$ cat config.mk
export PLATFORM = sky130hd
export DESIGN_NAME = rcf_radio_cfg
export DESIGN_NICKNAME = d
export VERILOG_FILES = /design/src/pkg/rcf_pkg.sv /design/src/hdl/rcf_rx_chan.sv /design/src/hdl/rcf_radio_cfg.sv
export VERILOG_INCLUDE_DIRS = /design/src /design/src/pkg
export SDC_FILE = /design/constraint.sdc
export NUM_CORES = 1
export LEC_CHECK = 0
export ABC_AREA = 1
export CORE_MARGIN = 4
export CORE_UTILIZATION = 43
export CTS_CLUSTER_DIAMETER = 150
export CTS_CLUSTER_SIZE = 14
export DETAILED_ROUTE_END_ITERATION = 12
export DONT_BUFFER_PORTS = 1
export SYNTH_ARGS = -nofsm -noshare
export SYNTH_HDL_FRONTEND = slang
export SYNTH_HIERARCHICAL = 1
export SYNTH_SLANG_ARGS = --single-unit
$ cat constraint.sdc
create_clock -name ref_clk -period 5.6 [get_ports ref_clk]
set_input_delay 1.12 -clock ref_clk [delete_from_list [all_inputs] [get_ports ref_clk]]
set_output_delay 1.12 -clock ref_clk [all_outputs]
set_load 0.02 [all_outputs]
$ cat src/pkg/rcf_map.svh
// register offsets, field positions and reset values of the radio config block
`ifndef RCF_MAP_SVH
`define RCF_MAP_SVH
`define RCF_ADDR_CONFIG 8'h05
`define RCF_ADDR_SERCTL 8'h06
`define RCF_ADDR_IRQEN 8'h07
`define RCF_ADDR_STATUS 8'h08
`define RCF_ADDR_DATA_A 8'h09
`define RCF_ADDR_DATA_B 8'h0B
`define RCF_RST_CONFIG 8'h01
`define RCF_RST_SERCTL 8'h03
`define RCF_RST_IRQEN 8'h00
`define RCF_RST_STATUS 8'h00
`define RCF_WMASK_CONFIG 8'h1B
`define RCF_WMASK_SERCTL 8'h0F
`define RCF_BIT_RX_INV 4
`define RCF_BIT_TX_INV 3
`define RCF_BIT_BYTE_MODE 3
`define RCF_IRQ_OPEN_DRAIN 2'b11
`define RCF_IRQ_OPEN_SOURCE 2'b10
`define RCF_IRQ_PUSH_HIGH 2'b01
`define RCF_IRQ_PUSH_LOW 2'b00
`define RCF_LAST_BIT 3'h7
`endif

$ cat src/pkg/rcf_pkg.sv
// types shared by the radio config and framing block
package rcf_pkg;
   typedef enum logic {RCF_IDLE, RCF_FRAME} rcf_phase_t;

   // one bit time from a correlator
   typedef struct packed {
      logic tick;
      logic valid;
      logic data;
   } rcf_corr_t;

   // one register access from the serial interface byte engine
   typedef struct packed {
      logic wr;
      logic rd;
      logic [7:0] addr;
      logic [7:0] wdata;
   } rcf_reg_req_t;

   typedef struct packed {
      rcf_phase_t phase;
      logic [7:0] shift;
      logic [2:0] cnt;
      logic [3:0] gap;
      logic [7:0] data;
      logic full;
      logic eof;
      logic ovf;
      logic unf;
      logic bit_out;
      logic bit_vld;
   } rcf_chan_st_t;

   typedef struct packed {
      logic [7:0] cfg;
      logic [7:0] ser;
      logic [7:0] ien;
      logic [7:0] stat;
      logic [7:0] rdata;
      logic irq_o;
      logic irq_oe;
      logic tx_bit;
      logic [2:0] dio_s;
      logic [2:0] dv_s;
      logic dio_lvl;
      logic dv_lvl;
      logic pin_o;
      logic pin_v;
      logic pin_oe;
   } rcf_top_st_t;
endpackage : rcf_pkg

$ cat src/hdl/rcf_rx_chan.sv
// receive framer for one correlator channel: byte assembly, end of frame, data register
`timescale 1ns/1ps
`default_nettype none
`include "rcf_map.svh"
module rcf_rx_chan
   import rcf_pkg::*;
(
   input wire logic ref_clk,
   input wire logic rst_n,
   input wire logic rx_mode,
   input wire logic byte_mode,
   input wire logic rx_inv,
   input wire logic [2:0] eof_len,
   input wire rcf_corr_t corr,
   input wire logic data_rd,
   output logic [7:0] data,
   output logic full,
   output logic eof,
   output logic ovf,
   output logic unf,
   output logic bit_out,
   output logic bit_vld
);
   rcf_chan_st_t s_q;
   rcf_chan_st_t s_d;
   logic rx_bit;
   logic move;
   logic [7:0] mv_data;
   logic [7:0] sh;
   logic [3:0] gap_n;

   // framing: count bits into bytes, count empty bit times after a frame started
   always_comb begin
      s_d = s_q;
      s_d.eof = 1'b0;
      s_d.ovf = 1'b0;
      s_d.unf = 1'b0;
      s_d.bit_vld = 1'b0;
      move = 1'b0;
      mv_data = s_q.shift;
      rx_bit = corr.data ^ rx_inv;
      sh = {s_q.shift[6:0], rx_bit};
      gap_n = s_q.gap + 4'h1;
      if (data_rd) begin
         if (!s_q.full) begin
            s_d.unf = 1'b1;
         end
         s_d.full = 1'b0;
      end
      if (!rx_mode) begin
         // leaving receive abandons any half frame
         s_d.phase = RCF_IDLE;
         s_d.cnt = 3'h0;
         s_d.gap = 4'h0;
      end else if (corr.tick) begin
         if (corr.valid) begin
            s_d.phase = RCF_FRAME;
            s_d.gap = 4'h0;
            s_d.bit_out = rx_bit;
            s_d.bit_vld = 1'b1;
            s_d.shift = sh;
            if (s_q.cnt == `RCF_LAST_BIT) begin
               move = 1'b1;
               mv_data = sh;
               s_d.cnt = 3'h0;
               s_d.shift = 8'h00; // stale bits would leak into a later partial byte
            end else begin
               s_d.cnt = s_q.cnt + 3'h1;
            end
         end else if (s_q.phase == RCF_FRAME) begin
            if (gap_n > {1'b0, eof_len}) begin
               s_d.eof = 1'b1;
               s_d.phase = RCF_IDLE;
               s_d.gap = 4'h0;
               if (s_q.cnt != 3'h0) begin
                  move = 1'b1;
                  s_d.cnt = 3'h0;
                  s_d.shift = 8'h00;
               end
            end else begin
               s_d.gap = gap_n;
            end
         end
      end
      // a new byte wins over a read in the same cycle
      if (move && byte_mode) begin
         if (s_q.full && !data_rd) begin
            s_d.ovf = 1'b1;
         end
         s_d.data = mv_data;
         s_d.full = 1'b1;
      end
   end

   always_ff @(posedge ref_clk) begin
      if (!rst_n) begin
         s_q <= '0;
      end else begin
         s_q <= s_d;
      end
   end

   assign data = s_q.data;
   assign full = s_q.full;
   assign eof = s_q.eof;
   assign ovf = s_q.ovf;
   assign unf = s_q.unf;
   assign bit_out = s_q.bit_out;
   assign bit_vld = s_q.bit_vld;

   chk_rx_invert: assert property (@(posedge ref_clk) disable iff (!rst_n)
      $past(rx_mode && corr.tick && corr.valid) |-> bit_out == ($past(corr.data) ^ $past(rx_inv)))
      else $error("received bit not inverted as configured");
   chk_eof_zero_len: assert property (@(posedge ref_clk) disable iff (!rst_n)
      rx_mode && corr.tick && !corr.valid && s_q.phase == RCF_FRAME && eof_len == 3'h0 |=> eof)
      else $error("zero gap length did not end frame on first empty bit");
   chk_eof_in_frame: assert property (@(posedge ref_clk) disable iff (!rst_n)
      eof |-> $past(s_q.phase) == RCF_FRAME && $past(s_q.gap) == {1'b0, $past(eof_len)})
      else $error("end of frame without a frame or at the wrong gap count");
   chk_full_on_move: assert property (@(posedge ref_clk) disable iff (!rst_n)
      byte_mode && rx_mode && corr.tick && corr.valid && s_q.cnt == `RCF_LAST_BIT |=> full && data == $past(sh))
      else $error("complete byte not placed in data register");
   chk_ovf_flag: assert property (@(posedge ref_clk) disable iff (!rst_n)
      ovf |-> $past(s_q.full) && !$past(data_rd) && full)
      else $error("overflow flagged without unread data");
   chk_unf_flag: assert property (@(posedge ref_clk) disable iff (!rst_n)
      data_rd && !full |=> unf)
      else $error("read of empty data register not flagged");
endmodule : rcf_rx_chan
`default_nettype wire

$ cat src/hdl/rcf_radio_cfg.sv
// configuration registers, receive framing and interrupt pin of the radio modem
`timescale 1ns/1ps
`default_nettype none
`include "rcf_map.svh"
// Behaviour
// - config bit 4 inverts received data
// - config bit 3 inverts transmit data
// - two-bit field picks interrupt pin drive
// - control bit 3: byte registers, else pins
// - gap field sets empty bits before end
// - gap counts only in receive, after valid
// - end of frame moves pending data, interrupts
// - zero gap ends at first empty bit
// - status read clears end of frame flag
// - overflow when unread data gets overwritten
// - underflow when reading an empty register
// - full on byte or on end of frame with bits pending
module rcf_radio_cfg
   import rcf_pkg::*;
(
   input wire logic ref_clk,
   input wire logic rst_n,
   input wire rcf_reg_req_t reg_req,
   output logic [7:0] reg_rdata,
   input wire logic rx_mode,
   input wire rcf_corr_t corr_a,
   input wire rcf_corr_t corr_b,
   input wire logic tx_req,
   input wire logic tx_ser_bit,
   output logic tx_bit,
   input wire logic serial_data_pin_i,
   output logic serial_data_pin_o,
   output logic serial_data_pin_oe,
   input wire logic serial_data_valid_pin_i,
   output logic serial_data_valid_pin_o,
   output logic serial_data_valid_pin_oe,
   output logic irq_pin_o,
   output logic irq_pin_oe
);
   rcf_top_st_t s_q;
   rcf_top_st_t s_d;
   logic byte_mode;
   logic rd_a;
   logic rd_b;
   logic rd_stat;
   logic [7:0] data_a;
   logic [7:0] data_b;
   logic full_a;
   logic full_b;
   logic eof_a;
   logic eof_b;
   logic ovf_a;
   logic ovf_b;
   logic unf_a;
   logic unf_b;
   logic bit_a;
   logic vld_a;
   logic [7:0] events;
   logic [7:0] stat_view;
   logic irq_lvl;
   logic tx_src;

   assign byte_mode = s_q.ser[`RCF_BIT_BYTE_MODE];

   // read strobes have side effects on the channels and status
   assign rd_a = reg_req.rd && reg_req.addr == `RCF_ADDR_DATA_A;
   assign rd_b = reg_req.rd && reg_req.addr == `RCF_ADDR_DATA_B;
   assign rd_stat = reg_req.rd && reg_req.addr == `RCF_ADDR_STATUS;

   rcf_rx_chan u_chan_a (
      .ref_clk(ref_clk),
      .rst_n(rst_n),
      .rx_mode(rx_mode),
      .byte_mode(byte_mode),
      .rx_inv(s_q.cfg[`RCF_BIT_RX_INV]),
      .eof_len(s_q.ser[2:0]),
      .corr(corr_a),
      .data_rd(rd_a),
      .data(data_a),
      .full(full_a),
      .eof(eof_a),
      .ovf(ovf_a),
      .unf(unf_a),
      .bit_out(bit_a),
      .bit_vld(vld_a)
   );

   rcf_rx_chan u_chan_b (
      .ref_clk(ref_clk),
      .rst_n(rst_n),
      .rx_mode(rx_mode),
      .byte_mode(byte_mode),
      .rx_inv(s_q.cfg[`RCF_BIT_RX_INV]),
      .eof_len(s_q.ser[2:0]),
      .corr(corr_b),
      .data_rd(rd_b),
      .data(data_b),
      .full(full_b),
      .eof(eof_b),
      .ovf(ovf_b),
      .unf(unf_b),
      .bit_out(),
      .bit_vld()
   );

   // sticky events; full bits follow the data registers directly
   assign events = {unf_b, ovf_b, eof_b, 1'b0, unf_a, ovf_a, eof_a, 1'b0};
   assign stat_view = {s_q.stat[7:5], full_b, s_q.stat[3:1], full_a};
   assign irq_lvl = |(stat_view & s_q.ien);
   // bit-serial transmit only takes a pin bit the host marked valid
   assign tx_src = byte_mode ? tx_ser_bit : s_q.dio_lvl;

   // register file, pin synchronisers, transmit path and pin drivers
   always_comb begin
      s_d = s_q;
      // three-stage synchronisers; a level counts once stages two and three agree
      s_d.dio_s = {s_q.dio_s[1:0], serial_data_pin_i};
      s_d.dv_s = {s_q.dv_s[1:0], serial_data_valid_pin_i};
      if (s_q.dio_s[1] == s_q.dio_s[2]) begin
         s_d.dio_lvl = s_q.dio_s[2];
      end
      if (s_q.dv_s[1] == s_q.dv_s[2]) begin
         s_d.dv_lvl = s_q.dv_s[2];
      end
      // writes; reserved bits are dropped so they always read zero
      if (reg_req.wr) begin
         case (reg_req.addr)
            `RCF_ADDR_CONFIG: s_d.cfg = reg_req.wdata & `RCF_WMASK_CONFIG;
            `RCF_ADDR_SERCTL: s_d.ser = reg_req.wdata & `RCF_WMASK_SERCTL;
            `RCF_ADDR_IRQEN: s_d.ien = reg_req.wdata;
            default: s_d.ien = s_q.ien;
         endcase
      end
      // status read clears the sticky flags; a new event in that cycle survives
      if (rd_stat) begin
         s_d.stat = `RCF_RST_STATUS;
      end
      s_d.stat = s_d.stat | events;
      if (reg_req.rd) begin
         case (reg_req.addr)
            `RCF_ADDR_CONFIG: s_d.rdata = s_q.cfg;
            `RCF_ADDR_SERCTL: s_d.rdata = s_q.ser;
            `RCF_ADDR_IRQEN: s_d.rdata = s_q.ien;
            `RCF_ADDR_STATUS: s_d.rdata = stat_view;
            `RCF_ADDR_DATA_A: s_d.rdata = data_a;
            `RCF_ADDR_DATA_B: s_d.rdata = data_b;
            default: s_d.rdata = 8'h00;
         endcase
      end
      if (tx_req && (byte_mode || s_q.dv_lvl)) begin
         s_d.tx_bit = tx_src ^ s_q.cfg[`RCF_BIT_TX_INV];
      end
      // bit-serial receive: channel A bits leave on the pins, device drives only then
      s_d.pin_oe = rx_mode && !byte_mode;
      s_d.pin_o = bit_a;
      s_d.pin_v = vld_a;
      case (s_q.cfg[1:0])
         `RCF_IRQ_OPEN_DRAIN: begin
            s_d.irq_o = 1'b0;
            s_d.irq_oe = irq_lvl;
         end
         `RCF_IRQ_OPEN_SOURCE: begin
            s_d.irq_o = 1'b1;
            s_d.irq_oe = irq_lvl;
         end
         `RCF_IRQ_PUSH_HIGH: begin
            s_d.irq_o = irq_lvl;
            s_d.irq_oe = 1'b1;
         end
         default: begin
            s_d.irq_o = !irq_lvl;
            s_d.irq_oe = 1'b1;
         end
      endcase
   end

   always_ff @(posedge ref_clk) begin
      if (!rst_n) begin
         s_q <= '0;
         s_q.cfg <= `RCF_RST_CONFIG;
         s_q.ser <= `RCF_RST_SERCTL;
         s_q.ien <= `RCF_RST_IRQEN;
         s_q.irq_oe <= 1'b1; // default push-pull high idles low
      end else begin
         s_q <= s_d;
      end
   end

   assign reg_rdata = s_q.rdata;
   assign tx_bit = s_q.tx_bit;
   assign serial_data_pin_o = s_q.pin_o;
   assign serial_data_pin_oe = s_q.pin_oe;
   assign serial_data_valid_pin_o = s_q.pin_v;
   assign serial_data_valid_pin_oe = s_q.pin_oe;
   assign irq_pin_o = s_q.irq_o;
   assign irq_pin_oe = s_q.irq_oe;

   chk_irq_open_drain: assert property (@(posedge ref_clk) disable iff (!rst_n)
      s_q.cfg[1:0] == 2'b11 |=> !irq_pin_o && irq_pin_oe == $past(irq_lvl))
      else $error("open drain interrupt drive wrong");
   chk_irq_push_low: assert property (@(posedge ref_clk) disable iff (!rst_n)
      s_q.cfg[1:0] == 2'b00 |=> irq_pin_oe && irq_pin_o == !$past(irq_lvl))
      else $error("inverted push-pull interrupt drive wrong");
   chk_irq_gating: assert property (@(posedge ref_clk) disable iff (!rst_n)
      s_q.ien == 8'h00 && s_q.cfg[1:0] == 2'b01 |=> !irq_pin_o)
      else $error("interrupt raised with all enables off");
   chk_tx_invert: assert property (@(posedge ref_clk) disable iff (!rst_n)
      tx_req && byte_mode |=> tx_bit == ($past(tx_ser_bit) ^ $past(s_q.cfg[3])))
      else $error("transmit bit not inverted as configured");
   chk_stat_clear: assert property (@(posedge ref_clk) disable iff (!rst_n)
      rd_stat && !eof_a && !eof_b |=> s_q.stat[1] == 1'b0 && s_q.stat[5] == 1'b0)
      else $error("status read did not clear end of frame flags");
   chk_reserved_zero: assert property (@(posedge ref_clk) disable iff (!rst_n)
      reg_req.wr |=> s_q.cfg[7:5] == 3'h0 && s_q.cfg[2] == 1'b0 && s_q.ser[7:4] == 4'h0)
      else $error("reserved bits hold a one");
   chk_pins_mode: assert property (@(posedge ref_clk) disable iff (!rst_n)
      byte_mode |=> !serial_data_pin_oe)
      else $error("serial pins driven in byte mode");
endmodule : rcf_radio_cfg
`default_nettype wire

==> impl.org, run 1 <==
** Run status
- Status :: complete, no violations

** Setup path
- In this run the worst path has a maximum fanout of 17.
- Biggest cell delay along the critical path :: 0.42 ns
- CP Class :: reg -> reg
- CP Cell Sequence :: ha_1, ha_1, nand2_1, nand2_1, nand2_1, nand2_1, nand2_1, nand2_2, nand3_2, nand2_4, nand3_1, nand2_1, nor2_1
- Crit. End Element :: register
- At the worst endpoint, the arrival time is 2.27 ns.
- On the critical path the largest part of the delay comes from simple AND/OR/NAND/NOR gates.
- Worst path slowest cell :: sky130_fd_sc_hd__dfxtp_1
- STA classifies the critical path startpoint as a register.
- Required time of the worst setup path :: 5.84 ns
- The cell that appears most often on the critical path is sky130_fd_sc_hd__nand2_1.
- Buffers plus inverters on the worst setup path :: 0

** Die
- Starting Density :: 44.5%
- The die covers 14,500 um2.
- Core area :: 12,200 um2
- Cell row count :: 40
- Horiz. Die Dim :: 120 um
- Io pins :: 46
- The die is 120 um tall.

** Clock network
- CTS saw 102 sinks.
- TritonCTS clock tree :: yes
- Cts bufs inserted :: 9
- At the later pin of the worst-skew pair, clock insertion delay measures 0.35 ns.
- Setup Fix Bufs, Post-CTS :: 0
- H-Tree Depth :: 3
- Maximum count of clock buffers along a single path :: 2
- Clock tree synthesis selected as its root buffer the cell sky130_fd_sc_hd__clkbuf_16.
- Number of gates resized after cts :: 0
- The number of hold buffers added after CTS was 0.
- Register clock-pin slew on the reported worst setup and hold paths :: 0.07 ns

** Hold path
- The worst hold path belongs to the class reg -> reg.

** STA
- Count of final max-slew check failures :: 0
- Setup clock skew after layout :: 0.00681 ns
- In this run the tightest slew margin relative to its limit is 62.2%.
- Total negative setup slack :: 0 ns
- In the finished design, the share of the clock period the worst path needs comes to 36.3%.
- Setup violations remaining at the end of the flow were counted as 0.
- The number of hold-slack violations in the final timing report was 0.
- Slew at the pin closest to its max-slew limit :: 0.566 ns
- Max Clock Freq :: 492 MHz
- Setup repair after global routing missed its margin :: no
- Final critical delay including setup and external delays :: 2.03 ns

** Drt
- Number of DRC violations after detailed routing :: 0
- The first detailed-routing pass took 4 iterations.
- Total wire length :: 11,600 um
- Total via count after detailed routing :: 4,334
- Routed length per instance :: 13.1 um
- In this run the remaining antenna-violating nets after routing total 0.
- In this run, the number of DRC markers left after iteration 0 of detailed routing was 243.
- Routed vias/inst :: 4.90

** Global route
- Maximum number of pins on one net before global-route repair :: 69
- Total global-route track usage :: 16.4%
- Antenna violations before repair :: 0
- Global routing finished with a remaining overflow of 0.
- Wire length of the first global-routing pass :: 19,300 um
- The via count of the first global-routing pass came to 4,032.

** Place
- The number of placed instances, taps included, is 869.
- Final estimated routing congestion in global placement :: 0.904
- Final HPWL from detailed placement :: 8570 um
- Buffers placed on the I/O ports in this run total 0.

** Cells and area
- Post-layout utilization of the core :: 45.8%
- In the final layout, the share of cells above drive strength 1 is 10.0%.
- The final layout contains 757 nets.
- Layout-stage area growth over the synthesis result :: 2.84%
- Final Instance Count excl. Fillers :: 885
- Counting the fill cells in the layout gives 1,248.
- Diode count :: 0

** Pwr
- Leakage power total :: 2.37 nW
- Across the VDD grid, the largest voltage drop is 0.202 mV.
- Pwr dens :: 262 nW/um2

** Yosys
- Synth warn :: 6
- Synthesis handed over a netlist of 749 instances.
- The average instance in the mapped netlist occupies 7.23 um2.
- Post-Syn Nets :: 794
- Post-synthesis instance area :: 5420 um2

** Flow run
- Count of max-cap constraint violations :: 0
==> path summary, 6_finish.rpt <==
check / start / cells after the start / end / slack [ns]
worst max-delay path: u_chan_b/s_q[14]$_SDFFE_PN0P_ / 13 / u_chan_b/data[6]$_SDFFE_PN0P_ / 3.57
worst min-delay path: u_chan_a/bit_vld$_SDFF_PN0_ / 2 / serial_data_valid_pin_o$_SDFF_PN0_ / 0.41
worst max register to register: u_chan_b/s_q[14]$_SDFFE_PN0P_ / 13 / u_chan_b/data[6]$_SDFFE_PN0P_ / 3.57
worst min register to register: u_chan_a/bit_vld$_SDFF_PN0_ / 2 / serial_data_valid_pin_o$_SDFF_PN0_ / 0.41
==> sequential cells by signal (all words and copies together) (netlist names), 4 cells and up <==
name,cells
s_d,4
u_chan_b/s_q,16
u_chan_b/data,8
u_chan_a/data,8
u_chan_a/s_q,16
reg_rdata,8
s_q,25
==> layout by cell type, fill, tap and decap left out, drive strengths merged <==
master and instances:
a21oi 58, a22o 2, and3 2, bufinv 1, clkbuf 11, clkinv 2
clkinvlp 1, dfxtp 102, ha 14, inv 110, mux2i 1, nand2 166
nand3 73, nand4 11, nor2 90, nor3 6, o211ai 4, o21a 2
o21ai 50, o21bai 2, o32ai 1, or2 1, xnor2 2, xor2 5
==> per-layer routing <==
metal / part of all wire [%] / GRT usage [%]
met1: 47 / 21.0
met5: 0 / 0
met3: 3.9 / 3.79
met2: 48 / 27.1
met4: 1.6 / 6.09
==> tightest hold or removal path: cells and delay by family (launching register included) <==
family | cells | cell delay, ns
DFF | 1 | 0.30
buffers and inverters | 1 | 0.04
and+or+nand+nor | 1 | 0.04
==> where the power goes <==
part / internal [W] / leakage, nW / switching [W] / total, W
sequential: 0.000734 / 0.825 / 0.00000790 / 0.000742
clock: 0.000375 / 0.153 / 0.000279 / 0.000654
combinational: 0.0000216 / 1.39 / 0.0000447 / 0.0000663
total: 0.00113 / 2.37 / 0.000332 / 0.00146
==> cell type report <==
type,count,area [um2],share of cell area [%]
clock buffers,11,253,4.54
well taps,168,210,3.77
flip-flops and latches,102,2040,36.7
inverters,109,409,7.35
multi-input cells,490,2590,46.5
clock inverters,5,63.8,1.15
==> through the flow <==
step	power (W)	hold slack [ns]	instance area [um2]	setup slack [ns]
final	0.00146	0.411	5570	3.57
after global routing	0.00152	0.423	5570	3.36
after CTS	0.00148	0.414	5570	3.56
after detailed placement	0.000825	0.399	5250	3.29
after global placement	0.000823	0.394	5250	3.34
after floorplan	0.000824	0.384	5420	3.59
No activity file was read; power rests on OpenSTA's default activity.
==> run 2: changes to the inputs <==
==> constraint.sdc (replaced) <==
create_clock -name ref_clk -period 1.79 [get_ports ref_clk]
set_input_delay 0.358 -clock ref_clk [delete_from_list [all_inputs] [get_ports ref_clk]]
set_output_delay 0.358 -clock ref_clk [all_outputs]
set_load 0.02 [all_outputs]
==> run 2 against run 1 <==
  * The run now ends with negative setup slack left
  * Clock power rose to 3.6 times the previous value
  * Clock-buffer cell count fell by 2
  * Utilization rose by 5.2 points
  * Flip-flop and latch count did not move
  * Global-route usage rose by 1.1 points
  * Critical path depth fell by 1
  * Non-clock buffer count rose by 17
  * Clock skew fell by 0.00094 ns
  * Critical path type unchanged
  * Largest power group is now clock
  * Highest routed layer unchanged
==> impl.org, run 2 (same netlist as run 1, synthesis figures left out) <==
** Setup path
- The biggest fanout along the worst timing path is 5 (was 17).
- The kind of start point of the critical path is a register (unchanged).
- The category of the most critical setup path was reg -> reg (unchanged).
- Most repeated library cell on the critical path :: sky130_fd_sc_hd__nand2_1 (unchanged)
- Crit. End Element :: register (unchanged)
- CP Cell Sequence: ha_4, xor2_4, ha_4, nand2_1, nand2_1, nand2_2, nand2_4, nand3_4, nand2_8, nand3_2, nand2_1, nor2_1 (was ha_1, ha_1, nand2_1, nand2_1, nand2_1, nand2_1, nand2_1, nand2_2, nand3_2, nand2_4, nand3_1, nand2_1, nor2_1).
- Required time of the worst setup path :: 2.03 ns (was 5.84 ns)
- Arrival time at the worst endpoint :: 2.14 ns (was 2.27 ns)
- The cell with the largest stage delay on the worst path is sky130_fd_sc_hd__dfxtp_2 (was sky130_fd_sc_hd__dfxtp_1).
- The highest cell delay on the worst timing path was 0.34 ns (was 0.42 ns).

** Global route
- The global-route met1 utilization came to 22.6% (was 21.0%).
- Maximum number of pins on one net before global-route repair :: 69 (unchanged)
- The total grt overflow is 0 (unchanged).
- Total global-route track usage :: 17.5% (was 16.4%)
- The most heavily used metal layer in global routing is met2 (unchanged).
- The met2 capacity usage during global routing came to 28.7% (was 27.1%).
- Antenna violations before repair :: 0 (unchanged)
- The via count of the first global-routing pass is 4,192 (was 4,032).
- Wire length of the first global-routing pass :: 20,600 um (was 19,300 um)
- The met3 track utilization from global routing was 4.54% (was 3.79%).

** Cells and area
- Top reg by flops :: s_q (unchanged)
- The area occupied by multi-input gates is 3040 um2 (was 2590 um2).
- Sequential standard cell area :: 2050 um2 (was 2040 um2)
- Largest registers :: s_q x25, u_chan_a/s_q x16, u_chan_b/s_q x16 (unchanged)
- Most frequent standard cell in the layout excluding fill and tap cells :: sky130_fd_sc_hd__nand2_1 (unchanged)
- Layout-stage area growth over the synthesis result :: 14.6% (was 2.84%)
- The total of fill cells in the finished design came to 1,151 (was 1,248).
- Share of layout cells above drive strength 1 :: 21.1% (was 10.0%)
- Max reg flops :: 25 (unchanged)
- Diode count :: 0 (unchanged)
- The cell area after layout is 6210 um2 (was 5570 um2).
- Nets :: 780 (was 757)
- Most frequent cells in the layout: sky130_fd_sc_hd__nand2_1, sky130_fd_sc_hd__inv_1, sky130_fd_sc_hd__dfxtp_1 (was sky130_fd_sc_hd__nand2_1, sky130_fd_sc_hd__dfxtp_1, sky130_fd_sc_hd__inv_1).

** Clock network
- The clock latency on the worst-skew pair is 0.34 ns (was 0.35 ns).
- Maximum count of clock buffers along a single path :: 2 (unchanged)
- Cts bufs inserted :: 9 (unchanged)
- Post-CTS Hold Fix Bufs :: 0 (unchanged)
- Register clock-pin slew on the reported worst setup and hold paths :: 0.07 ns (about the same)
- H-Tree Depth :: 3 (unchanged)
- The number of sinks driven by the clock tree is 102 (unchanged).
- Root cell of the clock tree :: sky130_fd_sc_hd__clkbuf_16 (unchanged)
- TritonCTS clock tree :: yes (unchanged)

** STA
- The time the final worst path needs with I/O delays and setup was 1.90 ns (was 2.03 ns).
- The max-slew violation total from the final report is 0 (unchanged).
- Fin worst setup slack :: -0.114 ns (was 3.57 ns)
- Number of failing setup endpoints in the final timing report :: 30 (was 0)
- Total negative setup slack :: -1.62 ns (was 0 ns)
- Max Clock Freq :: 525 MHz (was 492 MHz)
- Setup clock skew after layout :: 0.00587 ns (was 0.00681 ns)
- Number of hold violations in the final report :: 0 (unchanged)
- Final hold slack :: 0.106 ns (was 0.411 ns)
- Final cycle utilization of the critical path :: 106% (was 36.3%)
- The headroom to the max-slew limit was 68.9% (was 62.2%).
- Setup repair after global routing missed its margin :: yes (was no)
- The transition time at the pin with the least slew margin came to 0.466 ns (was 0.566 ns).

** Place
- The worst slack at placement came to -0.0490 ns (was 3.29 ns).
- Area after detailed placement :: 5390 um2 (was 5250 um2)
- The routability-driven placement congestion ratio came to 0.914 (was 0.904).
- Final HPWL from detailed placement :: 8510 um (was 8570 um)
- IO Port Bufs :: 0 (unchanged)

** Die
- Die Footprint :: 14,500 um2 (unchanged)
- Cell row count :: 40 (unchanged)
- Core area :: 12,200 um2 (unchanged)
- Io pins :: 46 (unchanged)
- Starting Density :: 44.5% (unchanged)
- The width of the die is 120 um (unchanged).
- Y dimension of the die :: 120 um (unchanged)

** Drt
- Number of nets still failing antenna checks after routing :: 0 (unchanged)
- DR iter-0 viols :: 296 (was 243)
- The routed via count divided by cell count was 5.02 (was 4.90).
- The routed wire length per instance was 13.9 um (was 13.1 um).
- Total via count after detailed routing :: 4,562 (was 4,334)
- Number of DRC violations after detailed routing :: 0 (unchanged)
- Total wire length :: 12,600 um (was 11,600 um)
- Number of detailed-routing iterations run before antenna repair :: 5 (was 4)

** Pwr
- The cell leakage power came to 2.54 nW (was 2.37 nW).
- The fraction of power spent switching nets is 21.4% (was 22.7%).
- The power per cell area was 796 nW/um2 (was 262 nW/um2).
- The clock network fraction of design power was 48.2% (was 44.7%).
- The power dissipated by switching net loads was 0.00106 W (was 0.000332 W).
- The share of total power in sequential cells was 46.9% (was 50.7%).
- Internal power contribution :: 0.00389 W (was 0.00113 W)
- The overall power consumption came to 0.00494 W (was 0.00146 W).
- Share of total power in combinational logic :: 4.9% (was 4.5%)
- Worst vdd ir :: 0.456 mV (was 0.202 mV)

** Run status
- Status :: complete, but fails checks (was complete, no violations)
- The checks that failed: negative setup slack.

** Hold path
- Type of the tightest min-delay check :: in -> reg (was reg -> reg)

** Flow run
- Count of max-cap constraint violations :: 0 (unchanged)
[run 2: changes by cell type in the layout (fill, tap and decap cells not counted), moves of 10 or more]
cell	change
sky130_fd_sc_hd__a21oi_1	-14
sky130_fd_sc_hd__nand3_1	-15
sky130_fd_sc_hd__buf_4	+16
sky130_fd_sc_hd__nand2_1	-11
sky130_fd_sc_hd__nand3_2	+10
sky130_fd_sc_hd__a21oi_2	+14
[run 2: per-stage QoR]
step           cells  util, %
4_1_cts          904     49.1
3_5_place_dp     880     44.3
3_3_place_gp     880     44.3
5_1_grt          908     51.0
6_report         908     51.0
2_1_floorplan    749        -
[run 2: repair_timing]
action | in CTS | in global routing
setup endpoints to repair | 34 | 47
setup buffers | 2 | 4
gates resized for setup | 21 | 56
pin swaps | 7 | 23
gates cloned | 6 | 0
[run 2: layout make-up]
class                   count  share of cell area, %
well taps                 168                   3.39
clock inverters             7                   2.30
clock buffers               9                   3.63
inverters                 109                   6.59
multi-input cells         496                   49.0
repair buffers             17                   2.12
flip-flops and latches    102                   33.0
[run 2: path summary, 6_finish.rpt]
check,startpoint,to,slack [ns],depth (start not counted)
min reg2reg,u_chan_a/bit_vld$_SDFF_PN0_,serial_data_valid_pin_o$_SDFF_PN0_,0.41,2
max reg2reg,u_chan_b/s_q[15]$_SDFFE_PN0P_,u_chan_b/data[7]$_SDFFE_PN0P_,-0.11,12
min,rst_n,s_q[38]$_SDFFE_PN1P_,0.11,1
max,u_chan_b/s_q[15]$_SDFFE_PN0P_,u_chan_b/data[7]$_SDFFE_PN0P_,-0.11,12
[run 2: layer usage]
metal | part of all wire, % | wire length, um | up-vias
met4 | 2.0 | 248 | 0
met1 | 45 | 5660 | 2092
met2 | 48 | 6020 | 106
met5 | 0 | 0 | -
met3 | 5.3 | 670 | 20
li1 | - | - | 2344
[run 2: power groups by stage]
stage / clock network [W] / logic [W] / registers [W]
CTS: 0.00244 / 0.000227 / 0.00232
global route: 0.00254 / 0.000273 / 0.00232
global placement: 0 / 0.000207 / 0.00237
detailed placement: 0 / 0.000210 / 0.00237
floorplan: 0 / 0.000217 / 0.00236
finish: 0.00238 / 0.000242 / 0.00232
[run 2: worst max-delay path: cells and delay by family, from the launching register on]
kind,cells,cell delay (ns)
xor gates and xnor gates,1,0.16
adders and majority gates,2,0.45
DFF,1,0.34
and+or+nand+nor,9,0.83
==> run 3: changes to the inputs <==
--- a/config.mk
+++ b/config.mk
@@ -13,6 +13,7 @@
 export CTS_CLUSTER_SIZE = 14
 export DETAILED_ROUTE_END_ITERATION = 12
 export DONT_BUFFER_PORTS = 1
+export SKIP_CTS_REPAIR_TIMING = 1
 export SYNTH_ARGS = -nofsm -noshare
 export SYNTH_HDL_FRONTEND = slang
 export SYNTH_HIERARCHICAL = 1
==> run 3 against run 2 <==
  * The run still ends with negative setup slack left
  * Critical path depth is 1 lower
  * Routed wire length up 1.4%
  * Flip-flop and latch count unchanged
  * Combinational power is essentially flat
  * Critical endpoint is now u_chan_a/s_q[21]$_SDFFE_PN0P_
  * Largest power group unchanged
==> impl.org, run 3 (same netlist as run 1, synthesis figures left out) <==
** Cells and area
- The fraction of final layout cells sized beyond drive strength 1 was 20.0% (was 21.1%).
- Top reg by flops :: s_q (unchanged)
- The utilization after layout was 51.1% (was 51.0%).
- Diode count :: 0 (unchanged)
- The layout overhead on the synthesized area is 14.6% (about the same).
- Most frequent standard cell in the layout excluding fill and tap cells :: sky130_fd_sc_hd__nand2_1 (unchanged)
- Most frequent cells in the layout: sky130_fd_sc_hd__nand2_1, sky130_fd_sc_hd__inv_1, sky130_fd_sc_hd__dfxtp_1 (unchanged).
- Largest registers :: s_q x25, u_chan_a/s_q x16, u_chan_b/s_q x16 (unchanged)
- Nets :: 780 (unchanged)
- FILL cells :: 1,162 (was 1,151)
- Max reg flops :: 25 (unchanged)

** Pwr
- The worst ir drop on vdd is 0.453 mV (was 0.456 mV).
- Pwr dens :: 797 nW/um2 (was 796 nW/um2)
- The cell leakage power was 2.56 nW (was 2.54 nW).

** Setup path
- Required time of the worst setup path :: 2.04 ns (was 2.03 ns)
- The source of the critical timing path is u_chan_a/s_q[15]$_SDFFE_PN0P_ (was u_chan_b/s_q[15]$_SDFFE_PN0P_).
- The cell with the largest stage delay on the worst path is sky130_fd_sc_hd__dfxtp_4 (was sky130_fd_sc_hd__dfxtp_2).
- CP Cell Sequence :: ha_4, xor2_2, ha_1, nand2_1, nand2_1, nand2_2, nand3_2, nand4_4, nand2_1, nand2_1, nor2_1 (was ha_4, xor2_4, ha_4, nand2_1, nand2_1, nand2_2, nand2_4, nand3_4, nand2_8, nand3_2, nand2_1, nor2_1)
- RR Startpoint :: u_chan_a/s_q[15]$_SDFFE_PN0P_ (was u_chan_b/s_q[15]$_SDFFE_PN0P_)
- The biggest fanout along the worst timing path is 8 (was 5).
- The highest cell delay on the worst timing path came to 0.36 ns (was 0.34 ns).
- Crit. End Element :: register (unchanged)
- CP Class :: reg -> reg (unchanged)
- Most repeated library cell on the critical path :: sky130_fd_sc_hd__nand2_1 (unchanged)
- Arrival time at the worst endpoint :: 2.18 ns (was 2.14 ns)
- The count of cells along the worst register-to-register path came to 11 (was 12).
- Element type at the critical path start :: register (unchanged)

** Global route
- Total global-route track usage :: 16.4% (was 17.5%)
- Antenna violations before repair :: 0 (unchanged)
- The maximum number of pins on one net before global-route repair came to 69 (unchanged).
- Wire length of the first global-routing pass :: 19,400 um (was 20,600 um)
- The total grt overflow is 0 (unchanged).
- The via count of the first global-routing pass was 4,033 (was 4,192).

** Flow run
- Count of max-cap constraint violations :: 0 (unchanged)

** Drt
- Number of detailed-routing iterations run before antenna repair :: 5 (unchanged)
- Number of DRC violations after detailed routing :: 0 (unchanged)
- The number of DRC markers after the initial detailed-route iteration came to 270 (was 296).
- Routed vias/inst :: 5.02 (about the same)
- Total via count after detailed routing :: 4,558 (was 4,562)
- The sum of routed wire length over all layers was 12,800 um (was 12,600 um).
- Number of nets still failing antenna checks after routing :: 0 (unchanged)
- Routed length per instance :: 14.1 um (was 13.9 um)

** Clock network
- The clock tree buffer depth is 2 (unchanged).
- Skew-Pair Late Insertion Delay :: 0.35 ns (was 0.34 ns)
- TritonCTS clock tree :: yes (unchanged)
- The buffer cell driving the clock tree root was sky130_fd_sc_hd__clkbuf_16 (unchanged).
- Cts bufs inserted :: 9 (unchanged)
- The H-tree depth reported by CTS was 3 (unchanged).
- The number of sinks driven by the clock tree was 102 (unchanged).
- Register clock-pin slew on the reported worst setup and hold paths :: 0.07 ns (about the same)

** STA
- Number of hold violations in the final report :: 0 (unchanged)
- The share of the clock period used by the worst path after layout is 108% (was 106%).
- The max-slew violation total from the final report is 0 (unchanged).
- The final worst hold slack came to 0.102 ns (was 0.106 ns).
- The transition time at the pin with the least slew margin came to 0.500 ns (was 0.466 ns).
- Setup repair after global routing missed its margin: yes (unchanged).
- Relative slew slack :: 66.6% (was 68.9%)
- The maximum frequency from static timing analysis came to 517 MHz (was 525 MHz).
- Final critical delay including setup and external delays :: 1.93 ns (was 1.90 ns)
- Fin worst setup slack :: -0.144 ns (was -0.114 ns)
- Setup clock skew after layout :: 0.00955 ns (was 0.00587 ns)
- The setup violation total in the final timing report is 33 (was 30).

** Run status
- Failing checks: negative setup slack (unchanged).
- Status :: complete, but fails checks (unchanged)

** Hold path
- Hold Path Depth :: 1 (unchanged)
- Type of the tightest min-delay check :: in -> reg (unchanged)
- The hold path startpoint is rst_n (unchanged).

** Place
- IO Port Bufs :: 0 (unchanged)
- Final estimated routing congestion in global placement :: 0.914 (unchanged)
- The detailed placement HPWL was 8510 um (unchanged).

** Die
- The number of ports placed on the die boundary was 46 (unchanged).
- The die outline area came to 14,500 um2 (unchanged).
- Core area :: 12,200 um2 (unchanged)
- The number of cell rows came to 40 (unchanged).
- The width of the die is 120 um (unchanged).
- The height of the die was 120 um (unchanged).
- Starting Density :: 44.5% (unchanged)
run 3: cell types whose count changed in the layout (fill, tap and decap cells not counted), moves of 3 or more:
cell	previous run	this run
sky130_fd_sc_hd__nand2_2	19	14
sky130_fd_sc_hd__nand2_1	140	143
sky130_fd_sc_hd__nor2_2	8	5
sky130_fd_sc_hd__a21oi_2	14	11
sky130_fd_sc_hd__nor2_1	76	79
run 3: routing by layer:
| layer | part of all wire (%) | track usage [%] | vias up |
|---|---|---|---|
| met1 | 45 | 21.2 | 2092 |
| met4 | 1.7 | 5.31 | 0 |
| li1 | - | - | 2350 |
| met5 | 0 | 0 | - |
| met2 | 48 | 26.8 | 99 |
| met3 | 5.0 | 4.35 | 17 |
run 3: area by class of cell:
cell class | count | area (um2) | area share, %
Inverter | 109 | 409 | 6.59
Sequential cell | 102 | 2050 | 33.0
Timing Repair Buffer | 17 | 135 | 2.18
Multi-Input combinational cell | 496 | 3040 | 48.9
Clock buffer | 9 | 225 | 3.63
Clock inverter | 7 | 143 | 2.30
Tap cell | 168 | 210 | 3.39
run 3: metrics by stage:
stage | instance area [um2] | total power (W) | worst slack [ns] | cells | setup TNS (ns)
finish | 6210 | 0.00495 | -0.144 | 908 | -2.78
global route | 6210 | 0.00513 | -0.230 | 908 | -6.61
CTS | 5760 | 0.00497 | -0.0801 | 896 | -1.73
detailed placement | 5390 | 0.00258 | -0.0490 | 880 | -0.836
global placement | 5390 | 0.00258 | -0.0201 | 880 | -0.0983
floorplan | 5470 | 0.00258 | 0.0167 | 749 | 0
run 3: critical path, delay by kind of cell, from the launching register on:
family | cells | cell delay (ns)
xor gates and xnor gates | 1 | 0.15
adders and majority gates | 2 | 0.47
DFF | 1 | 0.36
and+or+nand+nor | 8 | 0.86
run 3: power breakdown:
group,internal (W),total [W],switching (W)
Clock,0.00152,0.00239,0.000877
Sequential,0.00229,0.00232,0.0000253
Combinational,0.0000770,0.000241,0.000164
Total,0.00389,0.00495,0.00107
run 3: worst paths after layout:
check | to | slack [ns]
hold / removal | s_q[38]$_SDFFE_PN1P_ | 0.10
hold reg to reg | serial_data_valid_pin_o$_SDFF_PN0_ | 0.41
setup reg to reg | u_chan_a/s_q[21]$_SDFFE_PN0P_ | -0.14
setup / recovery | u_chan_a/s_q[21]$_SDFFE_PN0P_ | -0.14
